`config.mk`:
```
export PLATFORM = sky130hd
export DESIGN_NAME = touch_sleep_wake_control
export DESIGN_NICKNAME = d
export VERILOG_FILES = /design/src/touch_sleep_pkg.sv /design/src/timer_if.sv /design/src/sec_prescaler.sv /design/src/sleep_timer.sv /design/src/touch_sleep_wake_control.sv
export VERILOG_INCLUDE_DIRS = /design/src
export SDC_FILE = /design/constraint.sdc
export NUM_CORES = 1
export LEC_CHECK = 0
export BUFFER_PORTS_ARGS = -buffer_cell sky130_fd_sc_hd__buf_2
export CAP_MARGIN = 10
export CORE_MARGIN = 8
export CORE_UTILIZATION = 38
export DETAILED_ROUTE_END_ITERATION = 6
export GPL_TIMING_DRIVEN = 0
export PLACE_DENSITY_LB_ADDON = 0.2
export SLEW_MARGIN = 30
export SYNTH_ARGS = -nofsm -noshare
export SYNTH_HDL_FRONTEND = slang
export SYNTH_SLANG_ARGS = --single-unit
export TNS_END_PERCENT = 1
```
`constraint.sdc`:
```
create_clock -name clock_i -period 6.2 [get_ports clock_i]
set_clock_uncertainty 0.2 [all_clocks]
set_input_delay 1.24 -clock clock_i [delete_from_list [all_inputs] [get_ports clock_i]]
set_output_delay 1.24 -clock clock_i [all_outputs]
set_load 0.05 [all_outputs]
```
`src/touch_sleep_defs.svh`:
```
// register map, field positions, reset values and timing counts
`ifndef TOUCH_SLEEP_DEFS_SVH
`define TOUCH_SLEEP_DEFS_SVH

`define ADDR_CTRL 8'h00
`define ADDR_SLEEP_TIME 8'h01
`define ADDR_WAKE_THR 8'h02
`define ADDR_BASE_MAVG 8'h03
`define ADDR_START_DLY 8'h04
`define ADDR_PERIOD 8'h05
`define ADDR_KEY_EN 8'h06
`define ADDR_WAKE_EN 8'h07
`define ADDR_STATE 8'h08
`define ADDR_INT_STAT 8'h09
`define ADDR_INT_MASK 8'h0A
`define ADDR_KEY_STAT_LO 8'h0B
`define ADDR_KEY_STAT_HI 8'h0C

`define CTRL_AUTO_EN 0
`define CTRL_PROX_EN 1
`define CTRL_GIE 2
`define CTRL_FORCE 3

`define INT_WAKE 0
`define INT_SLEEP 1
`define INT_TOUCH 2

`define RST_SLEEP_TIME 8'h0B
`define RST_WAKE_THR 16'h0008
`define RST_BASE_MAVG 16'h0020
`define RST_START_DLY 8'h01
`define RST_PERIOD 8'h02

`define CLK_HZ 50000000
`define SEC_TIME_S 1
`define SEC_CYCLES (`CLK_HZ * `SEC_TIME_S)
`define START_DLY_UNIT 17'h00100

`endif

```
`src/touch_sleep_pkg.sv`:
```
// state types of the sleep and wake controller
`default_nettype none
package touch_sleep_pkg;
  typedef enum logic [2:0] {
    ST_DELAY, ST_SCAN, ST_SLEEP, ST_WDELAY, ST_WSCAN
  } mode_type;

  typedef struct packed {
    logic [31:0] cnt;
    logic tick;
  } presc_state_type;

  typedef struct packed {
    logic [15:0] cnt;
    logic expired;
  } timer_state_type;

  typedef struct packed {
    mode_type st;
    logic [16:0] dly_cnt;
    logic hit;
    logic auto_en;
    logic prox_en;
    logic gie;
    logic force_sl;
    logic [7:0] sleep_time;
    logic [15:0] wake_thr;
    logic [15:0] mavg;
    logic [7:0] start_dly;
    logic [7:0] period;
    logic [15:0] key_en;
    logic [15:0] wake_en;
    logic [2:0] int_stat;
    logic [2:0] int_mask;
    logic rd_lo;
    logic rd_hi;
    logic wake_pend;
    logic touch_prev;
    logic [15:0] rdata;
    logic irq;
    logic irq_n;
    logic asleep;
    logic scan_start;
    logic base_adj;
  } main_state_type;
endpackage
`default_nettype wire

```
`src/timer_if.sv`:
```
// control and status of one seconds timer
`timescale 1ns/1ns
`default_nettype none
interface timer_if;
  logic clear;
  logic tick;
  logic [15:0] limit;
  logic expired;
  modport ctrl (output clear, output tick, output limit, input expired);
  modport tmr (input clear, input tick, input limit, output expired);
endinterface
`default_nettype wire

```
`src/sec_prescaler.sv`:
```
// one-cycle tick once per second
`timescale 1ns/1ns
`default_nettype none
`include "touch_sleep_defs.svh"
module sec_prescaler #(
  parameter int unsigned CYC = `CLK_HZ
) (
  input wire logic clock_i,
  input wire logic rst_n_i,
  output logic tick_o
);
  import touch_sleep_pkg::*;
  presc_state_type s_r, s_nxt;

  always_comb
  begin
    s_nxt = s_r;
    s_nxt.tick = 1'b0;
    if (s_r.cnt >= CYC - 1)
    begin
      s_nxt.cnt = 32'h00000000;
      s_nxt.tick = 1'b1;
    end
    else
      s_nxt.cnt = s_r.cnt + 32'h00000001;
  end

  always_ff @(posedge clock_i or negedge rst_n_i)
  begin
    if (!rst_n_i)
      s_r <= '0;
    else
      s_r <= s_nxt;
  end

  assign tick_o = s_r.tick;
endmodule // sec_prescaler
`default_nettype wire

```
`src/sleep_timer.sv`:
```
// counts ticks up to a limit; expired holds until cleared
`timescale 1ns/1ns
`default_nettype none
module sleep_timer (
  input wire logic clock_i,
  input wire logic rst_n_i,
  timer_if.tmr t
);
  import touch_sleep_pkg::*;
  timer_state_type s_r, s_nxt;

  always_comb
  begin
    s_nxt = s_r;
    if (t.clear)
    begin
      s_nxt.cnt = 16'h0000;
      s_nxt.expired = 1'b0;
    end
    else if (t.tick && !s_r.expired)
    begin
      s_nxt.cnt = s_r.cnt + 16'h0001;
      s_nxt.expired = (s_r.cnt + 16'h0001) >= t.limit;
    end
  end

  always_ff @(posedge clock_i or negedge rst_n_i)
  begin
    if (!rst_n_i)
      s_r <= '0;
    else
      s_r <= s_nxt;
  end

  assign t.expired = s_r.expired;
endmodule // sleep_timer
`default_nettype wire

```
`src/touch_sleep_wake_control.sv`:
```
// sleep and wake controller of the touch-key scanner
//
// Function
// - auto sleep after idle time when enabled
// - key wake only from touch key with wake enable
// - wake when wake key value reaches threshold
// - no proximity: one wake scan, then sleep
// - proximity wakes; sleep again after idle time
// - wake drives irq_out_n_o only with global enable; irq_o by int_mask alone
// - with auto sleep enabled, sleep when baseline exceeds moving-average setting
// - idle (delay+1)*256 scan clocks before sequence
// - baseline adjust each period, default two seconds
// - forced sleep command sleeps at once
// - wake on wake key or host reconnect
// - stay awake while wake key held, except on a forced sleep command
// - interrupt low on touch, released on reads
`timescale 1ns/1ns
`default_nettype none
`include "touch_sleep_defs.svh"
module touch_sleep_wake_control #(
  parameter int unsigned SEC_CYCLES = `SEC_CYCLES
) (
  input wire logic clock_i,
  input wire logic rst_n_i,
  input wire logic [7:0] addr_i,
  input wire logic [15:0] wdata_i,
  input wire logic wr_i,
  input wire logic rd_i,
  output logic [15:0] rdata_o,
  input wire logic [15:0] key_touch_i,
  input wire logic res_valid_i,
  input wire logic [3:0] res_key_i,
  input wire logic [15:0] res_value_i,
  input wire logic scan_done_i,
  input wire logic [15:0] baseline_i,
  input wire logic prox_detect_i,
  input wire logic host_connect_i,
  output logic scan_start_o,
  output logic asleep_o,
  output logic baseline_adj_o,
  output logic irq_o,
  output logic irq_out_n_o
);
  import touch_sleep_pkg::*;

  main_state_type s_r, s_nxt;
  logic sec_tick;
  logic [16:0] dly_limit;
  logic normal;
  logic touch_seen;
  logic held;
  logic hit_now;
  logic wake;
  logic go_sleep;
  logic both_read;
  logic [2:0] int_set;
  logic [2:0] int_clr;

  timer_if auto_if ();
  timer_if per_if ();

  sec_prescaler #(
    .CYC(SEC_CYCLES)
  ) u_presc (
    .clock_i(clock_i),
    .rst_n_i(rst_n_i),
    .tick_o(sec_tick)
  );

  sleep_timer u_auto (
    .clock_i(clock_i),
    .rst_n_i(rst_n_i),
    .t(auto_if.tmr)
  );

  sleep_timer u_period (
    .clock_i(clock_i),
    .rst_n_i(rst_n_i),
    .t(per_if.tmr)
  );

  assign normal = (s_r.st == ST_DELAY) || (s_r.st == ST_SCAN);
  assign touch_seen = |(key_touch_i & s_r.key_en);
  assign held = |(key_touch_i & s_r.key_en & s_r.wake_en);
  // per-scan result of one key against the wake threshold
  assign hit_now = res_valid_i && s_r.key_en[res_key_i] &&
                   s_r.wake_en[res_key_i] &&
                   (res_value_i >= s_r.wake_thr);
  assign dly_limit = (({9'h000, s_r.start_dly} + 17'h00001) *
                      `START_DLY_UNIT) - 17'h00001;

  // idle timer, cleared while asleep, while auto sleep is off or while an enabled key is touched
  assign auto_if.tick = sec_tick;
  assign auto_if.limit = {8'h00, s_r.sleep_time};
  assign auto_if.clear = !s_r.auto_en || touch_seen || wake ||
                         !normal;
  // period timer restarts itself on expiry
  assign per_if.tick = sec_tick;
  assign per_if.limit = {8'h00, s_r.period};
  assign per_if.clear = per_if.expired;

  always_comb
  begin
    wake = 1'b0;
    if (!normal)
    begin
      if (host_connect_i)
        wake = 1'b1;
      else if (s_r.prox_en && prox_detect_i)
        wake = 1'b1;
      else if ((s_r.st == ST_WSCAN) && scan_done_i &&
               (s_r.hit || hit_now))
        wake = 1'b1;
    end
  end

  // force wins over a held key; idle and baseline do not
  assign go_sleep = normal && (s_r.force_sl ||
                    (auto_if.expired && !held) ||
                    (s_r.auto_en && (baseline_i > s_r.mavg) &&
                     !held));

  assign both_read = rd_i &&
                     (((addr_i == `ADDR_KEY_STAT_HI) && s_r.rd_lo) ||
                      ((addr_i == `ADDR_KEY_STAT_LO) && s_r.rd_hi));

  always_comb
  begin
    s_nxt = s_r;
    s_nxt.scan_start = 1'b0;
    s_nxt.force_sl = 1'b0;
    s_nxt.base_adj = per_if.expired;
    int_set = 3'h0;
    int_clr = 3'h0;
    unique case (s_r.st)
      ST_DELAY, ST_WDELAY:
      begin
        if (s_r.dly_cnt >= dly_limit)
        begin
          s_nxt.dly_cnt = 17'h00000;
          s_nxt.scan_start = 1'b1;
          s_nxt.hit = 1'b0;
          s_nxt.st = (s_r.st == ST_DELAY) ? ST_SCAN : ST_WSCAN;
        end
        else
          s_nxt.dly_cnt = s_r.dly_cnt + 17'h00001;
      end
      ST_SCAN:
      begin
        if (scan_done_i)
        begin
          s_nxt.st = ST_DELAY;
          s_nxt.dly_cnt = 17'h00000;
        end
      end
      ST_SLEEP:
      begin
        if (per_if.expired)
        begin
          s_nxt.st = ST_WDELAY;
          s_nxt.dly_cnt = 17'h00000;
        end
      end
      ST_WSCAN:
      begin
        if (hit_now)
          s_nxt.hit = 1'b1;
        if (scan_done_i)
          s_nxt.st = ST_SLEEP;
      end
    endcase
    if (wake)
    begin
      s_nxt.st = ST_DELAY;
      s_nxt.dly_cnt = 17'h00000;
      s_nxt.hit = 1'b0;
      // a wake seen with the global enable off never pulls irq_out_n_o later
      s_nxt.wake_pend = s_r.wake_pend || s_r.gie;
      s_nxt.rd_lo = 1'b0;
      s_nxt.rd_hi = 1'b0;
      int_set[`INT_WAKE] = 1'b1;
    end
    else if (go_sleep)
    begin
      s_nxt.st = ST_SLEEP;
      s_nxt.dly_cnt = 17'h00000;
      int_set[`INT_SLEEP] = 1'b1;
    end
    s_nxt.asleep = (s_nxt.st != ST_DELAY) && (s_nxt.st != ST_SCAN);
    s_nxt.touch_prev = touch_seen;
    int_set[`INT_TOUCH] = touch_seen && !s_r.touch_prev;

    if (wr_i)
    begin
      unique case (addr_i)
        `ADDR_CTRL:
        begin
          s_nxt.auto_en = wdata_i[`CTRL_AUTO_EN];
          s_nxt.prox_en = wdata_i[`CTRL_PROX_EN];
          s_nxt.gie = wdata_i[`CTRL_GIE];
          s_nxt.force_sl = wdata_i[`CTRL_FORCE];
        end
        `ADDR_SLEEP_TIME: s_nxt.sleep_time = wdata_i[7:0];
        `ADDR_WAKE_THR: s_nxt.wake_thr = wdata_i;
        `ADDR_BASE_MAVG: s_nxt.mavg = wdata_i;
        `ADDR_START_DLY: s_nxt.start_dly = wdata_i[7:0];
        `ADDR_PERIOD: s_nxt.period = wdata_i[7:0];
        `ADDR_KEY_EN: s_nxt.key_en = wdata_i;
        `ADDR_WAKE_EN: s_nxt.wake_en = wdata_i;
        `ADDR_INT_STAT: int_clr = wdata_i[2:0];
        `ADDR_INT_MASK: s_nxt.int_mask = wdata_i[2:0];
        default: ;
      endcase
    end
    // a new event beats a write-one clear in the same cycle
    s_nxt.int_stat = int_set | (s_r.int_stat & ~int_clr);
    s_nxt.irq = |(s_nxt.int_stat & s_nxt.int_mask);

    s_nxt.rdata = 16'h0000;
    if (rd_i)
    begin
      unique case (addr_i)
        `ADDR_CTRL: s_nxt.rdata = {12'h000, 1'b0, s_r.gie,
                                   s_r.prox_en, s_r.auto_en};
        `ADDR_SLEEP_TIME: s_nxt.rdata = {8'h00, s_r.sleep_time};
        `ADDR_WAKE_THR: s_nxt.rdata = s_r.wake_thr;
        `ADDR_BASE_MAVG: s_nxt.rdata = s_r.mavg;
        `ADDR_START_DLY: s_nxt.rdata = {8'h00, s_r.start_dly};
        `ADDR_PERIOD: s_nxt.rdata = {8'h00, s_r.period};
        `ADDR_KEY_EN: s_nxt.rdata = s_r.key_en;
        `ADDR_WAKE_EN: s_nxt.rdata = s_r.wake_en;
        `ADDR_STATE: s_nxt.rdata = {15'h0000, s_r.asleep};
        `ADDR_INT_STAT: s_nxt.rdata = {13'h0000, s_r.int_stat};
        `ADDR_INT_MASK: s_nxt.rdata = {13'h0000, s_r.int_mask};
        `ADDR_KEY_STAT_LO:
        begin
          s_nxt.rdata = {8'h00, key_touch_i[7:0]};
          s_nxt.rd_lo = 1'b1;
        end
        `ADDR_KEY_STAT_HI:
        begin
          s_nxt.rdata = {8'h00, key_touch_i[15:8]};
          s_nxt.rd_hi = 1'b1;
        end
        default: s_nxt.rdata = 16'h0000;
      endcase
    end
    if (both_read && !wake)
      s_nxt.wake_pend = 1'b0;
    // read flags live while a touch or a wake report is pending
    if (!touch_seen && !s_nxt.wake_pend)
    begin
      s_nxt.rd_lo = 1'b0;
      s_nxt.rd_hi = 1'b0;
    end
    s_nxt.irq_n = !(s_r.gie && ((touch_seen &&
                    !(s_nxt.rd_lo && s_nxt.rd_hi)) ||
                    s_nxt.wake_pend));
  end

  always_ff @(posedge clock_i or negedge rst_n_i)
  begin
    if (!rst_n_i)
    begin
      s_r <= '0;
      s_r.st <= ST_DELAY;
      s_r.sleep_time <= `RST_SLEEP_TIME;
      s_r.wake_thr <= `RST_WAKE_THR;
      s_r.mavg <= `RST_BASE_MAVG;
      s_r.start_dly <= `RST_START_DLY;
      s_r.period <= `RST_PERIOD;
      s_r.irq_n <= 1'b1;
    end
    else
      s_r <= s_nxt;
  end

  assign rdata_o = s_r.rdata;
  assign scan_start_o = s_r.scan_start;
  assign asleep_o = s_r.asleep;
  assign baseline_adj_o = s_r.base_adj;
  assign irq_o = s_r.irq;
  assign irq_out_n_o = s_r.irq_n;
endmodule // touch_sleep_wake_control
`default_nettype wire
```
==> run_results.csv <==
group,metric,value,unit
placed_design,place_ws,1790,ps
sta,slew_headroom,39.1,%
final_layout,regArea,5290,sq um
grt,grt_max_degree,84,
sta,max_freq,244,MHz
grt,antenna_found_initial,0,
logic_synthesis,synthAdderAreaFrac,6.46,%
setup_path,worstPathArrival,4350,ps
logic_synthesis,ys_top_cells_by_area,"dfrtp_1 (42%), mux2_2 (8.1%), ha_1 (6.5%), xor2_1 (3.9%), nor2_1 (3.4%)",
power,p_int,2.59,mW
clocking,cts_setup_buffers,0,
final_layout,multiInputGateArea,6190,sq um
power,p_seq_share,41.8,%
setup_path,rr_startpoint,"s_r[72]",
setup_path,end_kind,"flop",
power,power_density,262,nW/um^2
power,p_sw_share,28.9,%
sta,setup_ws,2100,ps
logic_synthesis,synth_top_area_share,42.3,%
routing,viasPerCell,5.48,
floorplan,coreArea,31300,sq um
setup_path,worstPathMaxFanout,9,
routing,vias,9748,
final_layout,nFillCells,3068,
grt,grt_pass1_vias,9726,
grt,gr-usage-all-layers,17.2,%
routing,drc,0,
clocking,cts_resized,0,
sta,tightest_slew,901,ps
power,clkPwrFrac,41.3,%
setup_path,timing.rr.end,"s_r[129]",
logic_synthesis,synth-async-reset-ratio,100,%
logic_synthesis,synth_top_family_by_area,"simple AND/OR/NAND/NOR gates",
logic_synthesis,synth_common_cells,"dfrtp_1 (203), nor2_1 (110), nand2_1 (99)",
setup_path,path_class,"flop to flop",
clocking,cts-root-buf,"clkbuf_16",
placed_design,place.gp.congestion,0.914,
clocking,cts_hold_buf,0,
power,power.total,3.65,mW
min_path,min_to,"baseline_adj_o",
min_path,hp-start,"u_period.t.expired",
floorplan,rows,65,
setup_path,critPathRequiredTime,6460,ps
logic_synthesis,syn_area_per_cell,9.79,sq um
outcome,status,"finished, final reports clean",
floorplan,dieArea,37500,sq um
routing,wl_per_cell,18.6,microns
logic_synthesis,synth_compound_area_share,13.1,%
sta,slew_violations,0,
sta,timing.hold.ws,178,ps
power,pwr-share-comb,16.9,%
floorplan,boundaryPins,105,
logic_synthesis,yosys_warnings,0,
logic_synthesis,synth_xor_area_share,5.76,%
routing,drtPass1Iterations,5,
setup_path,rr_worst_depth,16,
placed_design,placed_area,13100,sq um
sta,finalSetupViolCount,0,
grt,overflow,0,
final_layout,stdcell_area,13900,sq um
logic_synthesis,synth-seq-cells,211,
logic_synthesis,synth_cell_types,74,
run,drv_cap,0,
final_layout,drive_gt1_share,19.4,%
power,p_switching,1.06,mW
sta,min_period,4100,ps
logic_synthesis,synth_area,12000,sq um
logic_synthesis,ys.flop_type,"dfrtp_1",
routing,wirelength,33200,microns
min_path,hp-class,"flop to flop",
clocking,clock_latency,530,ps
placed_design,portBuffers,99,
sta,hold_viol_final,0,
logic_synthesis,synth_most_common_cell,"dfrtp_1",
clocking,clockBufferDepth,3,
logic_synthesis,synthMuxAreaShare,8.98,%
final_layout,area_growth,16.0,%
clocking,ctsHtreeMaxLevel,1,
clocking,clk_pin_slew,60,ps
final_layout,antenna_cells,0,
power,leakagePower,6.18,nW
sta,rsz0062_at_grt,"false",
floorplan,die_w,194,microns
clocking,cts.sinks,211,
floorplan,start_util,38.3,%
placed_design,dp_hpwl,25100,microns
final_layout,nets,1505,
logic_synthesis,synthCells,1226,
floorplan,die_h,194,microns
setup_path,start_kind,"flop",
logic_synthesis,yosysTopAreaCell,"dfrtp_1",
logic_synthesis,yosys.area_share.simple,17.0,%
min_path,hold_path_depth,0,
setup_path,worst-r2r-setup-slack,2100,ps
logic_synthesis,synth_edf_count,0,
power,peakVddDrop,0.195,mV
clocking,cts_inserted_buffers,25,
clocking,cts_tree,"yes",
sta,timing.final.crit_share,66.1,%
routing,drt_iter0_markers,692,
logic_synthesis,yosysSeqAreaShare,44.1,%
routing,ant_nets,0,
grt,grt_pass1_wl,53000,microns
[layout make-up]
class | count | share of cell area (%)
Multi-Input combinational cell | 894 | 44.4
Timing Repair Buffer | 101 | 4.02
Tap cell | 402 | 3.61
Buffer | 60 | 2.13
Inverter | 66 | 1.78
Clock buffer | 33 | 4.92
Sequential cell | 211 | 38.0
Clock inverter | 13 | 1.14
[logic make-up after synthesis]
family / count (synthesis)
AO/OA/AOI/OAI: 237
XOR/XNOR: 79
adder cells (fa/ha/maj): 62
buffers and inverters: 126
flip-flops: 211
multiplexers: 97
other: 1
AND/OR/NAND/NOR: 413
[flip-flops by register name, summed over array words and instances, names as in the netlist]
register            flops
asleep_o                1
u_presc.s_r            32
u_period.t.expired      1
u_auto.s_r             16
u_auto.t.expired        1
per_if.limit            8
u_period.s_r           16
s_r                   107
irq_o                   1
rdata_o                16
u_presc.tick_o          1
baseline_adj_o          1
auto_if.limit           8
scan_start_o            1
irq_out_n_o             1
[how the worst max path moves through the flow]
stage	slack [ps]	from	to
global placement	-50	rst_n_i	u_auto.s_r[9]
CTS	2070	s_r[72]	s_r[129]
finish	2100	s_r[72]	s_r[129]
global route	1830	s_r[72]	s_r[129]
floorplan	2560	s_r[73]	s_r[129]
detailed placement	1790	res_value_i[3]	s_r[138]
[worst max-delay path, stage by stage (launching register included)]
cell and delay [ps]:
dfrtp_1 470, and3_1 210, or3_1 300, a21oi_1 150, nor2_1 60, nor3_1 290
mux2i_1 260, xnor2_1 90, ha_1 180, a21oi_1 210, o21ai_0 210, a31oi_4 180
a21bo_4 270, or2_1 200, clkbuf_2 170, or4_1 410, a21oi_1 150
[cells in the final DEF (no fill, tap or decap), drive strengths merged, types with 4 or more instances in the layout]
cell type,netlist,layout
a211oi,15,15
a21o,9,9
a21oi,61,61
a221oi,7,7
a222oi,4,4
a22oi,39,39
a31oi,6,6
and2,6,6
and3,15,15
and4,6,6
buf,21,122
clkbuf,39,72
clkinv,0,5
conb,1,6
dfrtp,203,203
dfstp,8,8
ha,62,62
inv,66,68
mux2,86,86
mux2i,11,11
nand2,99,99
nand2b,8,8
nand3,61,61
nand3b,9,9
nand4,31,31
nor2,111,111
nor2b,12,12
nor3,19,19
nor4,8,8
o211ai,7,7
o21ai,46,46
o22ai,9,9
or3,9,9
or4,6,6
xnor2,25,25
xor2,54,54
[power groups by stage]
stage	clock (mW)	combinational [mW]	sequential, mW
finish	1.51	0.616	1.53
global placement	0	0.606	1.55
detailed placement	0	0.617	1.55
CTS	1.55	0.621	1.52
global route	1.60	0.701	1.53
floorplan	0	0.388	1.55
[routing by layer]
layer | global-route usage, % | vias up | part of all wire, %
met4 | 5.62 | 0 | 3.2
met1 | 23.3 | 4775 | 46
met3 | 3.19 | 63 | 5.4
li1 | - | 4657 | -
met5 | 0 | - | 0
met2 | 27.4 | 253 | 45
[through the flow]
step           TNS [ps]  util [%]  std cells
3_5_place_dp          0      41.8       1734
4_1_cts               0      44.5       1780
5_1_grt               0      44.5       1780
3_3_place_gp      -7930      41.6       1732
6_report              0      44.5       1780
2_1_floorplan         0         -       1231
Note: power is estimated with default switching activity, not from simulation.
